**config.mk**
```make
export PLATFORM = sky130hd
export DESIGN_NAME = memory_type_resolver
export DESIGN_NICKNAME = d
export VERILOG_FILES = /design/src/design/mtr_pkg.sv /design/src/design/type_link_if.sv /design/src/design/range_merge.sv /design/src/design/type_policy.sv /design/src/design/memory_type_resolver.sv
export VERILOG_INCLUDE_DIRS = /design/src /design/src/design
export SDC_FILE = /design/constraint.sdc
export NUM_CORES = 1
export LEC_CHECK = 0
export ABC_AREA = 1
export BUFFER_PORTS_ARGS = -buffer_cell sky130_fd_sc_hd__buf_4
export CAP_MARGIN = 20
export CORE_MARGIN = 1.5
export CORE_UTILIZATION = 42
export CTS_CLUSTER_DIAMETER = 120
export DETAILED_ROUTE_END_ITERATION = 8
export MAX_ROUTING_LAYER = met4
export PLACE_DENSITY = 0.84
export RECOVER_POWER = 100
export SYNTH_ARGS = -nofsm -noshare
export SYNTH_HDL_FRONTEND = slang
export SYNTH_SLANG_ARGS = --single-unit
```
**constraint.sdc**
```tcl
create_clock -name ref_clk -period 2.3 [get_ports ref_clk]
set_input_delay 0 -clock ref_clk [delete_from_list [all_inputs] [get_ports ref_clk]]
set_output_delay 0 -clock ref_clk [all_outputs]
set_load 0.03 [all_outputs]
```
**src/design/mtr_defines.svh**
```systemverilog
`ifndef MTR_DEFINES_SVH
`define MTR_DEFINES_SVH

// Memory type encodings shared by range and attribute fields
`define MT_UC       3'h0
`define MT_WC       3'h1
`define MT_WT       3'h4
`define MT_WP       3'h5
`define MT_WB       3'h6
`define MT_UCM      3'h7

// Attribute table layout: eight fields, one per byte
`define PAT_FIELDS  8
`define PAT_STRIDE  8
`define PAT_TYPE_W  3
`define PAT_RESET   64'h0007040600070406

// Number of variable ranges reported by the lookup
`define VAR_RANGES  8

`endif

```
**src/design/mtr_pkg.sv**
```systemverilog
package mtr_pkg;

	// Three-bit memory type code
	typedef logic [2:0] mem_type_type;

	// Access policy derived from the effective type
	typedef struct packed {
		logic cacheable;
		logic wc_allowed;
		logic spec_allowed;
		logic rd_alloc;
		logic rd_alloc_excl;
		logic wr_alloc;
		logic wr_hit_cache;
		logic wr_hit_inval;
		logic wr_mem;
	} access_attr_type;

endpackage

```
**src/design/type_link_if.sv**
```systemverilog
`timescale 1ns/1ps
`default_nettype none

// Carries merged range type and policy between resolver parts
interface type_link_if;
	import mtr_pkg::*;

	mem_type_type    range_type;
	logic            range_undef;
	mem_type_type    eff_type;
	access_attr_type attr;

	modport merge_mp  (output range_type, output range_undef);
	modport policy_mp (input eff_type, output attr);
	modport top_mp    (input range_type, input range_undef, input attr, output eff_type);
endinterface

`default_nettype wire

```
**src/design/range_merge.sv**
```systemverilog
`timescale 1ns/1ps
`default_nettype none
`include "mtr_defines.svh"

module range_merge
	import mtr_pkg::*;
(
	// Clock and reset, used by checks only
	input  wire logic        ref_clk,
	input  wire logic        resetn,
	// Range lookup results
	input  wire logic        range_enable,
	input  wire logic        fixed_enable,
	input  wire logic        fixed_hit,
	input  wire logic [2:0]  fixed_type,
	input  wire logic [7:0]  var_hit,
	input  wire logic [23:0] var_type,
	input  wire logic [2:0]  default_type,
	// Merged type
	type_link_if.merge_mp    lnk
);

	logic         seen;
	logic         same;
	logic         any_uc;
	logic         only_wtwb;
	mem_type_type first_type;
	mem_type_type cur;

	// Scan hitting variable ranges, lowest index first
	always_comb begin
		seen       = 1'b0;
		same       = 1'b1;
		any_uc     = 1'b0;
		only_wtwb  = 1'b1;
		first_type = `MT_UC;
		cur        = `MT_UC;
		for (int i = 0; i < `VAR_RANGES; i++) begin
			cur = var_type[3*i +: 3];
			if (var_hit[i]) begin
				if (!seen) begin
					first_type = cur;
				end
				if (seen && cur != first_type) begin
					same = 1'b0;
				end
				if (cur == `MT_UC) begin
					any_uc = 1'b1;
				end
				if (cur != `MT_WT && cur != `MT_WB) begin
					only_wtwb = 1'b0;
				end
				seen = 1'b1;
			end
		end
	end

	// Precedence: disabled, fixed, default, then overlap rules
	always_comb begin
		lnk.range_undef = 1'b0;
		if (!range_enable) begin
			lnk.range_type = `MT_UC;
		// RULE7: fixed wins
		end else if (fixed_enable && fixed_hit) begin
			lnk.range_type = fixed_type;
		end else if (!seen) begin
			lnk.range_type = default_type;
		// RULE9: any uncacheable
		end else if (any_uc) begin
			lnk.range_type = `MT_UC;
		// RULE8: identical types
		end else if (same) begin
			lnk.range_type = first_type;
		// RULE10: write-through mix
		end else if (only_wtwb) begin
			lnk.range_type = `MT_WT;
		// RULE11: undefined mix
		end else begin
			lnk.range_type  = `MT_UC; // Safest pick for an undefined mix
			lnk.range_undef = 1'b1;
		end
	end

	property p_fixed_first;
		@(posedge ref_clk) disable iff (!resetn)
		range_enable && fixed_enable && fixed_hit |-> lnk.range_type == fixed_type && !lnk.range_undef;
	endproperty
	a_fixed_first: assert property (p_fixed_first) else $error("fixed range lost precedence"); // RULE7

	property p_any_uc;
		@(posedge ref_clk) disable iff (!resetn)
		range_enable && !(fixed_enable && fixed_hit) && |var_hit && any_uc |-> lnk.range_type == `MT_UC;
	endproperty
	a_any_uc: assert property (p_any_uc) else $error("overlap with uncacheable not uncacheable"); // RULE9

	property p_wt_mix;
		@(posedge ref_clk) disable iff (!resetn)
		range_enable && !(fixed_enable && fixed_hit) && seen && only_wtwb |-> lnk.range_type == `MT_WT
			|| (same && lnk.range_type == first_type);
	endproperty
	a_wt_mix: assert property (p_wt_mix) else $error("write-through mix not resolved"); // RULE10

endmodule // range_merge

`default_nettype wire

```
**src/design/type_policy.sv**
```systemverilog
`timescale 1ns/1ps
`default_nettype none
`include "mtr_defines.svh"

module type_policy
	import mtr_pkg::*;
(
	// Clock and reset, used by checks only
	input  wire logic      ref_clk,
	input  wire logic      resetn,
	// Effective type in, policy out
	type_link_if.policy_mp lnk
);

	// Map each type to its allocation and write behaviour
	always_comb begin
		lnk.attr        = '0;
		lnk.attr.wr_mem = 1'b1;
		case (lnk.eff_type)
			// RULE21: combining, speculative reads
			`MT_WC: begin
				lnk.attr.wc_allowed   = 1'b1;
				lnk.attr.spec_allowed = 1'b1;
			end
			// RULE22: shared fill, no write allocate
			`MT_WT: begin
				lnk.attr.cacheable    = 1'b1;
				lnk.attr.spec_allowed = 1'b1;
				lnk.attr.rd_alloc     = 1'b1;
				lnk.attr.wr_hit_cache = 1'b1;
			end
			// RULE23: write hits invalidate
			`MT_WP: begin
				lnk.attr.cacheable    = 1'b1;
				lnk.attr.spec_allowed = 1'b1;
				lnk.attr.rd_alloc     = 1'b1;
				lnk.attr.wr_hit_inval = 1'b1;
			end
			// RULE24: exclusive fill, modified allocate
			`MT_WB: begin
				lnk.attr.cacheable     = 1'b1;
				lnk.attr.spec_allowed  = 1'b1;
				lnk.attr.rd_alloc      = 1'b1;
				lnk.attr.rd_alloc_excl = 1'b1;
				lnk.attr.wr_alloc      = 1'b1;
				lnk.attr.wr_hit_cache  = 1'b1;
				lnk.attr.wr_mem        = 1'b0;
			end
			// RULE21: strictly uncached
			default: begin
				lnk.attr.wr_mem = 1'b1;
			end
		endcase
	end

	property p_uc_strict;
		@(posedge ref_clk) disable iff (!resetn)
		(lnk.eff_type == `MT_UC || lnk.eff_type == `MT_UCM)
			|-> !lnk.attr.wc_allowed && !lnk.attr.spec_allowed && !lnk.attr.cacheable;
	endproperty
	a_uc_strict: assert property (p_uc_strict) else $error("uncacheable allows combining"); // RULE21

	property p_wb_alloc;
		@(posedge ref_clk) disable iff (!resetn)
		lnk.eff_type == `MT_WB |-> lnk.attr.wr_alloc && lnk.attr.rd_alloc_excl && !lnk.attr.wr_mem;
	endproperty
	a_wb_alloc: assert property (p_wb_alloc) else $error("write-back lacks allocation"); // RULE24

endmodule // type_policy

`default_nettype wire

```
**src/design/memory_type_resolver.sv**
```systemverilog
// What this block does
// RULE1: Caching on, both page bits clear: range type is effective.
// RULE2: Caching on, page cache-disable set: result is uncacheable; a combining range with write-through clear stays combining.
// RULE3: Write-through page takes range type, demoting write-back to write-through.
// RULE4: Write-combining range stays so unless both page bits set.
// RULE5: Differing ranges inside one large page give an undefined type.
// RULE6: Software should avoid differently typed ranges under one large page.
// RULE7: Fixed ranges win over any variable range.
// RULE8: Overlapping variable ranges of one type keep that type.
// RULE9: Any uncacheable overlap gives uncacheable.
// RULE10: Overlap of write-through and write-back only gives write-through.
// RULE11: Any other overlap mix is undefined.
// RULE12: Software keeps all processors' settings identical; no check here.
// RULE13: Holds a 64-bit attribute table of eight type fields.
// RULE14: Field n sits in low three bits of byte n.
// RULE15: Field codes follow the shared memory type encodings.
// RULE16: Uncacheable-minus acts as uncacheable unless range is write-combining.
// RULE17: Nonzero reserved bits on write fault and keep register.
// RULE18: Unsupported field encoding on write faults.
// RULE19: Reset loads write-back, write-through, uncacheable-minus, uncacheable twice.
// RULE20: Index is attribute bit, cache-disable, write-through, high to low.
// RULE21: Uncacheable forbids combining and speculation; combining allows both.
// RULE22: Write-through fills shared, no write allocate, hits update both.
// RULE23: Write-protect fills shared, writes to memory, hits invalidate.
// RULE24: Write-back fills shared or exclusive, write misses allocate modified.
`timescale 1ns/1ps
`default_nettype none
`include "mtr_defines.svh"

module memory_type_resolver
	import mtr_pkg::*;
(
	// Clock and reset
	input  wire logic        ref_clk,
	input  wire logic        resetn,
	// Attribute table access
	input  wire logic        pat_wr_en,
	input  wire logic [63:0] pat_wr_data,
	output logic      [63:0] pat_rd_data,
	output logic             protection_fault,
	// Global cache controls
	input  wire logic        global_cache_disable,
	input  wire logic        global_no_write_through,
	// Range lookup results
	input  wire logic        range_enable,
	input  wire logic        fixed_enable,
	input  wire logic        fixed_hit,
	input  wire logic [2:0]  fixed_type,
	input  wire logic [7:0]  var_hit,
	input  wire logic [23:0] var_type,
	input  wire logic [2:0]  default_type,
	input  wire logic        range_split,
	// Page request from translation
	input  wire logic        req_valid,
	input  wire logic        page_attr_index_bit,
	input  wire logic        page_cache_disable_bit,
	input  wire logic        page_write_through_bit,
	// Resolved answer
	output logic             rsp_valid,
	output logic [2:0]       eff_type,
	output logic             type_undefined,
	output access_attr_type  access_attr
);

	////////////////////////////////////////////////////////////////////////
	// Helpers

	// Reserved part of one table byte
	function automatic logic byte_reserved_bad(input logic [7:0] b);
		byte_reserved_bad = |b[7:`PAT_TYPE_W];
	endfunction

	// Encodings 2 and 3 have no meaning in a field
	function automatic logic byte_enc_bad(input logic [7:0] b);
		byte_enc_bad = (b[2:0] != `MT_UC) && (b[2:0] != `MT_WC) && (b[2:0] < `MT_WT);
	endfunction

	// Merge attribute type with range type
	function automatic mem_type_type combine(input mem_type_type pat_t, input mem_type_type rng_t);
		combine = `MT_UC;
		case (pat_t)
			`MT_UC:  combine = `MT_UC;
			`MT_UCM: combine = (rng_t == `MT_WC) ? `MT_WC : `MT_UC;
			`MT_WC:  combine = `MT_WC;
			`MT_WP: begin
				if (rng_t == `MT_WP || rng_t == `MT_WB) begin
					combine = `MT_WP;
				end
			end
			`MT_WT:  combine = (rng_t == `MT_WB) ? `MT_WT : rng_t;
			`MT_WB:  combine = rng_t;
			default: combine = `MT_UC;
		endcase
	endfunction

	////////////////////////////////////////////////////////////////////////
	// Sub-blocks

	type_link_if lnk ();

	range_merge u_merge (
		.ref_clk      (ref_clk),
		.resetn       (resetn),
		.range_enable (range_enable),
		.fixed_enable (fixed_enable),
		.fixed_hit    (fixed_hit),
		.fixed_type   (fixed_type),
		.var_hit      (var_hit),
		.var_type     (var_type),
		.default_type (default_type),
		.lnk          (lnk.merge_mp)
	);

	type_policy u_policy (
		.ref_clk (ref_clk),
		.resetn  (resetn),
		.lnk     (lnk.policy_mp)
	);

	////////////////////////////////////////////////////////////////////////
	// Attribute table register

	logic [63:0] pat_ff;
	logic [63:0] nxt_pat;
	logic        fault_ff;
	logic        nxt_fault;
	logic [7:0]  res_bad;
	logic [7:0]  enc_bad;

	// RULE14: per-byte field check
	genvar gi;
	generate
		for (gi = 0; gi < `PAT_FIELDS; gi++) begin : g_chk
			assign res_bad[gi] = byte_reserved_bad(pat_wr_data[`PAT_STRIDE*gi +: `PAT_STRIDE]);
			assign enc_bad[gi] = byte_enc_bad(pat_wr_data[`PAT_STRIDE*gi +: `PAT_STRIDE]);
		end
	endgenerate

	// A faulting write is dropped whole, so no field is half updated
	always_comb begin
		nxt_pat   = pat_ff;
		nxt_fault = 1'b0;
		if (pat_wr_en) begin
			// RULE17: reserved bits fault
			// RULE18: bad encoding faults
			if (|res_bad || |enc_bad) begin
				nxt_fault = 1'b1;
			// RULE13: store full register
			end else begin
				nxt_pat = pat_wr_data;
			end
		end
	end

	// RULE19: default field pattern
	always_ff @(posedge ref_clk) begin
		if (!resetn) begin
			pat_ff   <= `PAT_RESET;
			fault_ff <= 1'b0;
		end else begin
			pat_ff   <= nxt_pat;
			fault_ff <= nxt_fault;
		end
	end

	assign pat_rd_data      = pat_ff;
	assign protection_fault = fault_ff;

	////////////////////////////////////////////////////////////////////////
	// Type resolution

	logic [2:0]   pat_idx;
	mem_type_type pat_field;
	logic         cache_on;
	logic         nxt_undef;

	// RULE20: index from page bits
	assign pat_idx = {page_attr_index_bit, page_cache_disable_bit, page_write_through_bit};
	// RULE15: field holds the type code
	assign pat_field = pat_ff[`PAT_STRIDE*pat_idx +: `PAT_TYPE_W];
	// Any setting other than both global bits clear disables caching
	assign cache_on = !global_cache_disable && !global_no_write_through;

	// RULE1: range type passes through
	// RULE2: cache-disable page
	// RULE3: write-back demoted
	// RULE4: combining survives
	// RULE16: minus yields to combining
	always_comb begin
		if (cache_on) begin
			lnk.eff_type = combine(pat_field, lnk.range_type);
		end else begin
			lnk.eff_type = `MT_UC;
		end
	end

	// RULE5: split large page
	// RULE11: undefined overlap
	assign nxt_undef = cache_on && (lnk.range_undef || range_split);

	////////////////////////////////////////////////////////////////////////
	// Answer registers

	logic            rsp_valid_ff;
	logic            nxt_rsp_valid;
	mem_type_type    eff_type_ff;
	mem_type_type    nxt_eff_type;
	logic            undef_ff;
	logic            nxt_undef_q;
	access_attr_type attr_ff;
	access_attr_type nxt_attr;

	// Answer is held between requests so the consumer may sample late
	always_comb begin
		nxt_rsp_valid = req_valid;
		nxt_eff_type  = eff_type_ff;
		nxt_undef_q   = undef_ff;
		nxt_attr      = attr_ff;
		if (req_valid) begin
			nxt_eff_type = lnk.eff_type;
			nxt_undef_q  = nxt_undef;
			nxt_attr     = lnk.attr;
		end
	end

	always_ff @(posedge ref_clk) begin
		if (!resetn) begin
			rsp_valid_ff <= 1'b0;
			eff_type_ff  <= `MT_UC;
			undef_ff     <= 1'b0;
			attr_ff      <= '0;
		end else begin
			rsp_valid_ff <= nxt_rsp_valid;
			eff_type_ff  <= nxt_eff_type;
			undef_ff     <= nxt_undef_q;
			attr_ff      <= nxt_attr;
		end
	end

	assign rsp_valid      = rsp_valid_ff;
	assign eff_type       = eff_type_ff;
	assign type_undefined = undef_ff;
	assign access_attr    = attr_ff;

	////////////////////////////////////////////////////////////////////////
	// Checks

	property p_pat_reset;
		@(posedge ref_clk) disable iff (!resetn)
		$rose(resetn) |-> pat_ff == `PAT_RESET;
	endproperty
	a_pat_reset: assert property (p_pat_reset) else $error("table not at reset pattern"); // RULE19

	property p_res_fault;
		@(posedge ref_clk) disable iff (!resetn)
		pat_wr_en && |res_bad |=> protection_fault && $stable(pat_rd_data);
	endproperty
	a_res_fault: assert property (p_res_fault) else $error("reserved write not faulted"); // RULE17

	property p_enc_fault;
		@(posedge ref_clk) disable iff (!resetn)
		pat_wr_en && |enc_bad |=> protection_fault ##1 !protection_fault || $past(pat_wr_en);
	endproperty
	a_enc_fault: assert property (p_enc_fault) else $error("bad encoding not faulted"); // RULE18

	property p_good_write;
		@(posedge ref_clk) disable iff (!resetn)
		pat_wr_en && !(|res_bad) && !(|enc_bad) |=> pat_rd_data == $past(pat_wr_data) && !protection_fault;
	endproperty
	a_good_write: assert property (p_good_write) else $error("legal write not stored"); // RULE13

	property p_wb_page;
		@(posedge ref_clk) disable iff (!resetn)
		req_valid && cache_on && pat_ff == `PAT_RESET && pat_idx == 3'h0
			|=> rsp_valid && eff_type == $past(lnk.range_type);
	endproperty
	a_wb_page: assert property (p_wb_page) else $error("plain page did not take range type"); // RULE1

	property p_cd_page;
		@(posedge ref_clk) disable iff (!resetn)
		req_valid && cache_on && pat_ff == `PAT_RESET && page_cache_disable_bit
			&& (page_write_through_bit || lnk.range_type != `MT_WC) |=> eff_type == `MT_UC;
	endproperty
	a_cd_page: assert property (p_cd_page) else $error("cache-disable page not uncacheable"); // RULE2

	property p_wt_demote;
		@(posedge ref_clk) disable iff (!resetn)
		req_valid && cache_on && pat_ff == `PAT_RESET && pat_idx == 3'h1 && lnk.range_type == `MT_WB
			|=> eff_type == `MT_WT;
	endproperty
	a_wt_demote: assert property (p_wt_demote) else $error("write-back not demoted"); // RULE3

	property p_wc_keep;
		@(posedge ref_clk) disable iff (!resetn)
		req_valid && cache_on && pat_ff == `PAT_RESET && !page_cache_disable_bit && lnk.range_type == `MT_WC
			|=> eff_type == `MT_WC ##1 (rsp_valid || eff_type == `MT_WC);
	endproperty
	a_wc_keep: assert property (p_wc_keep) else $error("combining range lost"); // RULE4

	property p_minus;
		@(posedge ref_clk) disable iff (!resetn)
		req_valid && cache_on && pat_field == `MT_UCM
			|=> eff_type == ($past(lnk.range_type) == `MT_WC ? `MT_WC : `MT_UC);
	endproperty
	a_minus: assert property (p_minus) else $error("minus type misresolved"); // RULE16

endmodule // memory_type_resolver

`default_nettype wire

```
==> impl_metrics.env <==
export IMPL_status="finished clean"
export IMPL_diodes=0
export IMPL_rr_startpoint="pat_rd_data[9]$_SDFFE_PN0P_"
export IMPL_synth_fp_nets=746
export IMPL_crit_arrival_ns=2.51
export IMPL_drtIter0Drc=240
export IMPL_power_leakage_nw=3.315
export IMPL_finalSetupViolCount=0
export IMPL_final_setup_worst_slack_ns=0.04612
export IMPL_syn_area_per_cell_sq_um=6.546
export IMPL_synth_largest_area_cell="dfxtp_1"
export IMPL_synth_edff_count=0
export IMPL_maxCapViolations=0
export IMPL_synth_top_family_by_area="simple AND/OR/NAND/NOR gates"
export IMPL_async_flop_share_pct=0
export IMPL_synthesis_area_sq_um=4130
export IMPL_fin_crit_sh_pct=97.99
export IMPL_synth_xor_area_share_pct=0.6362
export IMPL_grt_pass1_wl_microns=21580
export IMPL_clk_pin_slew_ns=0.08
export IMPL_crit_type="in -> reg"
export IMPL_yosys_mux_area_fraction_pct=0
export IMPL_dr_pass1_iters=4
export IMPL_relSlewSlack_pct=67.82
export IMPL_cts_buffers=9
export IMPL_synthAdderAreaFrac_pct=0
export IMPL_ys_seq_elements=77
export IMPL_pre_cts_ws_ns=-0.2512
export IMPL_r2r_end="access_attr[0]$_SDFFE_PN0P_"
export IMPL_hold_slack_ns=0.03712
export IMPL_vias=5085
export IMPL_placed_cell_area_sq_um=5896
export IMPL_synth_top_cell_area_share_pct=37.32
export IMPL_die_x_microns=102.2
export IMPL_final_cell_mix="225 x buf_4, 165 x nand2_1, 79 x nor2_1"
export IMPL_crit_path_max_fanout=7
export IMPL_synth_compound_area_share_pct=15.42
export IMPL_yosys_top_cells_area="dfxtp_1 37%, nand2_1 16%, nor2_1 7.5%, inv_1 5.8%, o21ai_0 5.5%"
export IMPL_grt_max_degree=44
export IMPL_hold_violations=0
export IMPL_cp_start_kind="input port"
export IMPL_grt_pass1_vias=4788
export IMPL_place_congestion=0.9331
export IMPL_rrSetupSlack_ns=0.27
export IMPL_reg2reg_depth=13
export IMPL_design_area_sq_um=6538
export IMPL_crit_path_frequent_cell="nand2_2"
export IMPL_slew_viol_final=0
export IMPL_cp_end_kind="flip-flop"
export IMPL_rows=36
export IMPL_cts_tree="yes"
export IMPL_ir_drop_mv=0.3542
export IMPL_synth_distinct_cells=44
export IMPL_h_tree_depth=3
export IMPL_hold_path_class="in -> reg"
export IMPL_final_nets=995
export IMPL_tightest_slew_ns=0.4765
export IMPL_yosysSeqAreaShare_pct=37.32
export IMPL_fin_util_pct=67.82
export IMPL_critical_path_max_stage_delay_ns=0.24
export IMPL_initial_core_util_pct=42.85
export IMPL_slowest_stage="nor2_4"
export IMPL_power_density_nw_per_um2=441.6
export IMPL_io_buffers=193
export IMPL_routed_wl_microns=14210
export IMPL_synth_simple_area_share_pct=37.69
export IMPL_place_hpwl_microns=10060
export IMPL_fin_crit_ns=2.254
export IMPL_wl_per_cell_microns=13.97
export IMPL_drc=0
export IMPL_die_area_sq_um=10440
export IMPL_finClkSkew_ns=0.01360
export IMPL_cts_root_buf="clkbuf_8"
export IMPL_grtUsageTotal_pct=26.64
export IMPL_grt_overflow_total=0
export IMPL_syn2layout_area_growth_pct=58.29
export IMPL_clock_sinks=77
export IMPL_clock_latency_ns=0.35
export IMPL_startpoint="var_hit[1]"
export IMPL_clockBufferDepth=2
export IMPL_antenna_found_initial=0
export IMPL_fmax_mhz=443.7
export IMPL_rsz0062_at_grt="yes"
export IMPL_core_sq_um=9639
export IMPL_syn_inst=631
export IMPL_ant_nets=0
export IMPL_die_y_microns=102.2
export IMPL_drive_above_1_share_pct=34.05
export IMPL_crit_end="access_attr[0]$_SDFFE_PN0P_"
export IMPL_synth_warnings=0
export IMPL_via_per_inst=5.000
export IMPL_ys_flop_type="dfxtp_1"
export IMPL_cp_cell_sequence="buf_12, nor2_8, nand3_4, nor2_4, nand2_4, clkinv_4, nand2_4, o211ai_2, nor2_2, nor2_2, nand3_2, a21oi_4, nand3_4, a21oi_4, nand2_2, nand2_2, nand2_4, a21oi_4, nand2_2, nand2_2, nand3_2, nand2_1, inv_1"
export IMPL_final_common_cell="buf_4"
export IMPL_io_pins=194
export IMPL_setup_tns_final_ns=0
export IMPL_critPathRequiredTime_ns=2.56
==> critical path, delay by kind of cell <==
kind	cells	cell delay (ns)
buffers and inverters	3	0.24
AND/OR/NAND/NOR	16	1.57
AO/OA/AOI/OAI	4	0.70
==> area by class of cell <==
| type | instances | area [sq um] |
|---|---|---|
| clock buffer | 10 | 127.6 |
| clock inverter | 5 | 36.28 |
| fill | 785 | 3102 |
| inverter | 71 | 271.5 |
| multi-input combinational | 462 | 2341 |
| sequential | 77 | 1541 |
| tap | 133 | 166.4 |
| timing repair buffer | 259 | 2053 |
==> per-layer routing <==
metal / vias to the layer above / global-route usage (%) / wire [microns]
li1: 2559 / - / -
met1: 2271 / 32.25 / 5994
met2: 225 / 45.13 / 6926
met3: 30 / 4.583 / 903
met4: 0 / 8.325 / 385
met5: - / - / 0
==> sequential cells by signal, summed over array words and instances, names as in the netlist <==
name	count
access_attr	7
rsp_valid	1
pat_rd_data	64
protection_fault	1
eff_type	3
type_undefined	1
==> power breakdown <==
group | switching, mW | internal, mW
combinational | 0.344 | 0.313
sequential | 0.00500 | 1.34
clock | 0.493 | 0.392
==> logic make-up (layout without fill, tap and decap cells) <==
logic type	after synthesis	in the layout
DFF	77	77
buffers and inverters	93	345
xor gates and xnor gates	3	3
and+or+nand+nor	353	354
AOI/OAI and AO/OA	105	105
==> worst min path at each step <==
stage / start / to / slack (ns) / depth (start not counted)
floorplan: pat_wr_en / protection_fault$_SDFF_PN0_ / 0.12 / 2
global placement: pat_wr_data[48] / pat_rd_data[48]$_SDFFE_PN1P_ / 0.21 / 3
detailed placement: pat_wr_data[48] / pat_rd_data[48]$_SDFFE_PN1P_ / 0.21 / 3
CTS: resetn / pat_rd_data[16]$_SDFFE_PN1P_ / 0.0003 / 2
global route: resetn / pat_rd_data[10]$_SDFFE_PN1P_ / 0.04 / 2
finish: resetn / pat_rd_data[1]$_SDFFE_PN1P_ / 0.04 / 2
==> stage by stage <==
| step | power, mW | cells |
|---|---|---|
| 2_1_floorplan | 1.667 | 631 |
| 3_3_place_gp | 1.946 | 968 |
| 3_5_place_dp | 1.948 | 968 |
| 4_1_cts | 2.860 | 1012 |
| 5_1_grt | 3.011 | 1017 |
| 6_report | 2.887 | 1017 |
==> synth_stat cells (all sizes together), types with 2 or more instances <==
master	number
a31oi	2
o21a	2
dfxtp	77
o21bai	2
nand4	9
o22ai	3
nand3b	5
inv	68
clkbuf	18
o41ai	2
clkinv	3
buf	4
nand2	185
o2111ai	3
o21ai	49
nor4	14
nor2	91
nor3	3
nand3	46
xnor2	2
o211ai	8
a21oi	29
==> what timing repair did <==
action,in CTS,in global routing
resized for setup,0,39
endpoints found under the hold margin,29,0
setup buffers,0,5
hold buffers,29,0
setup endpoints to repair,0,12
Note: power is estimated with default switching activity, not from simulation.
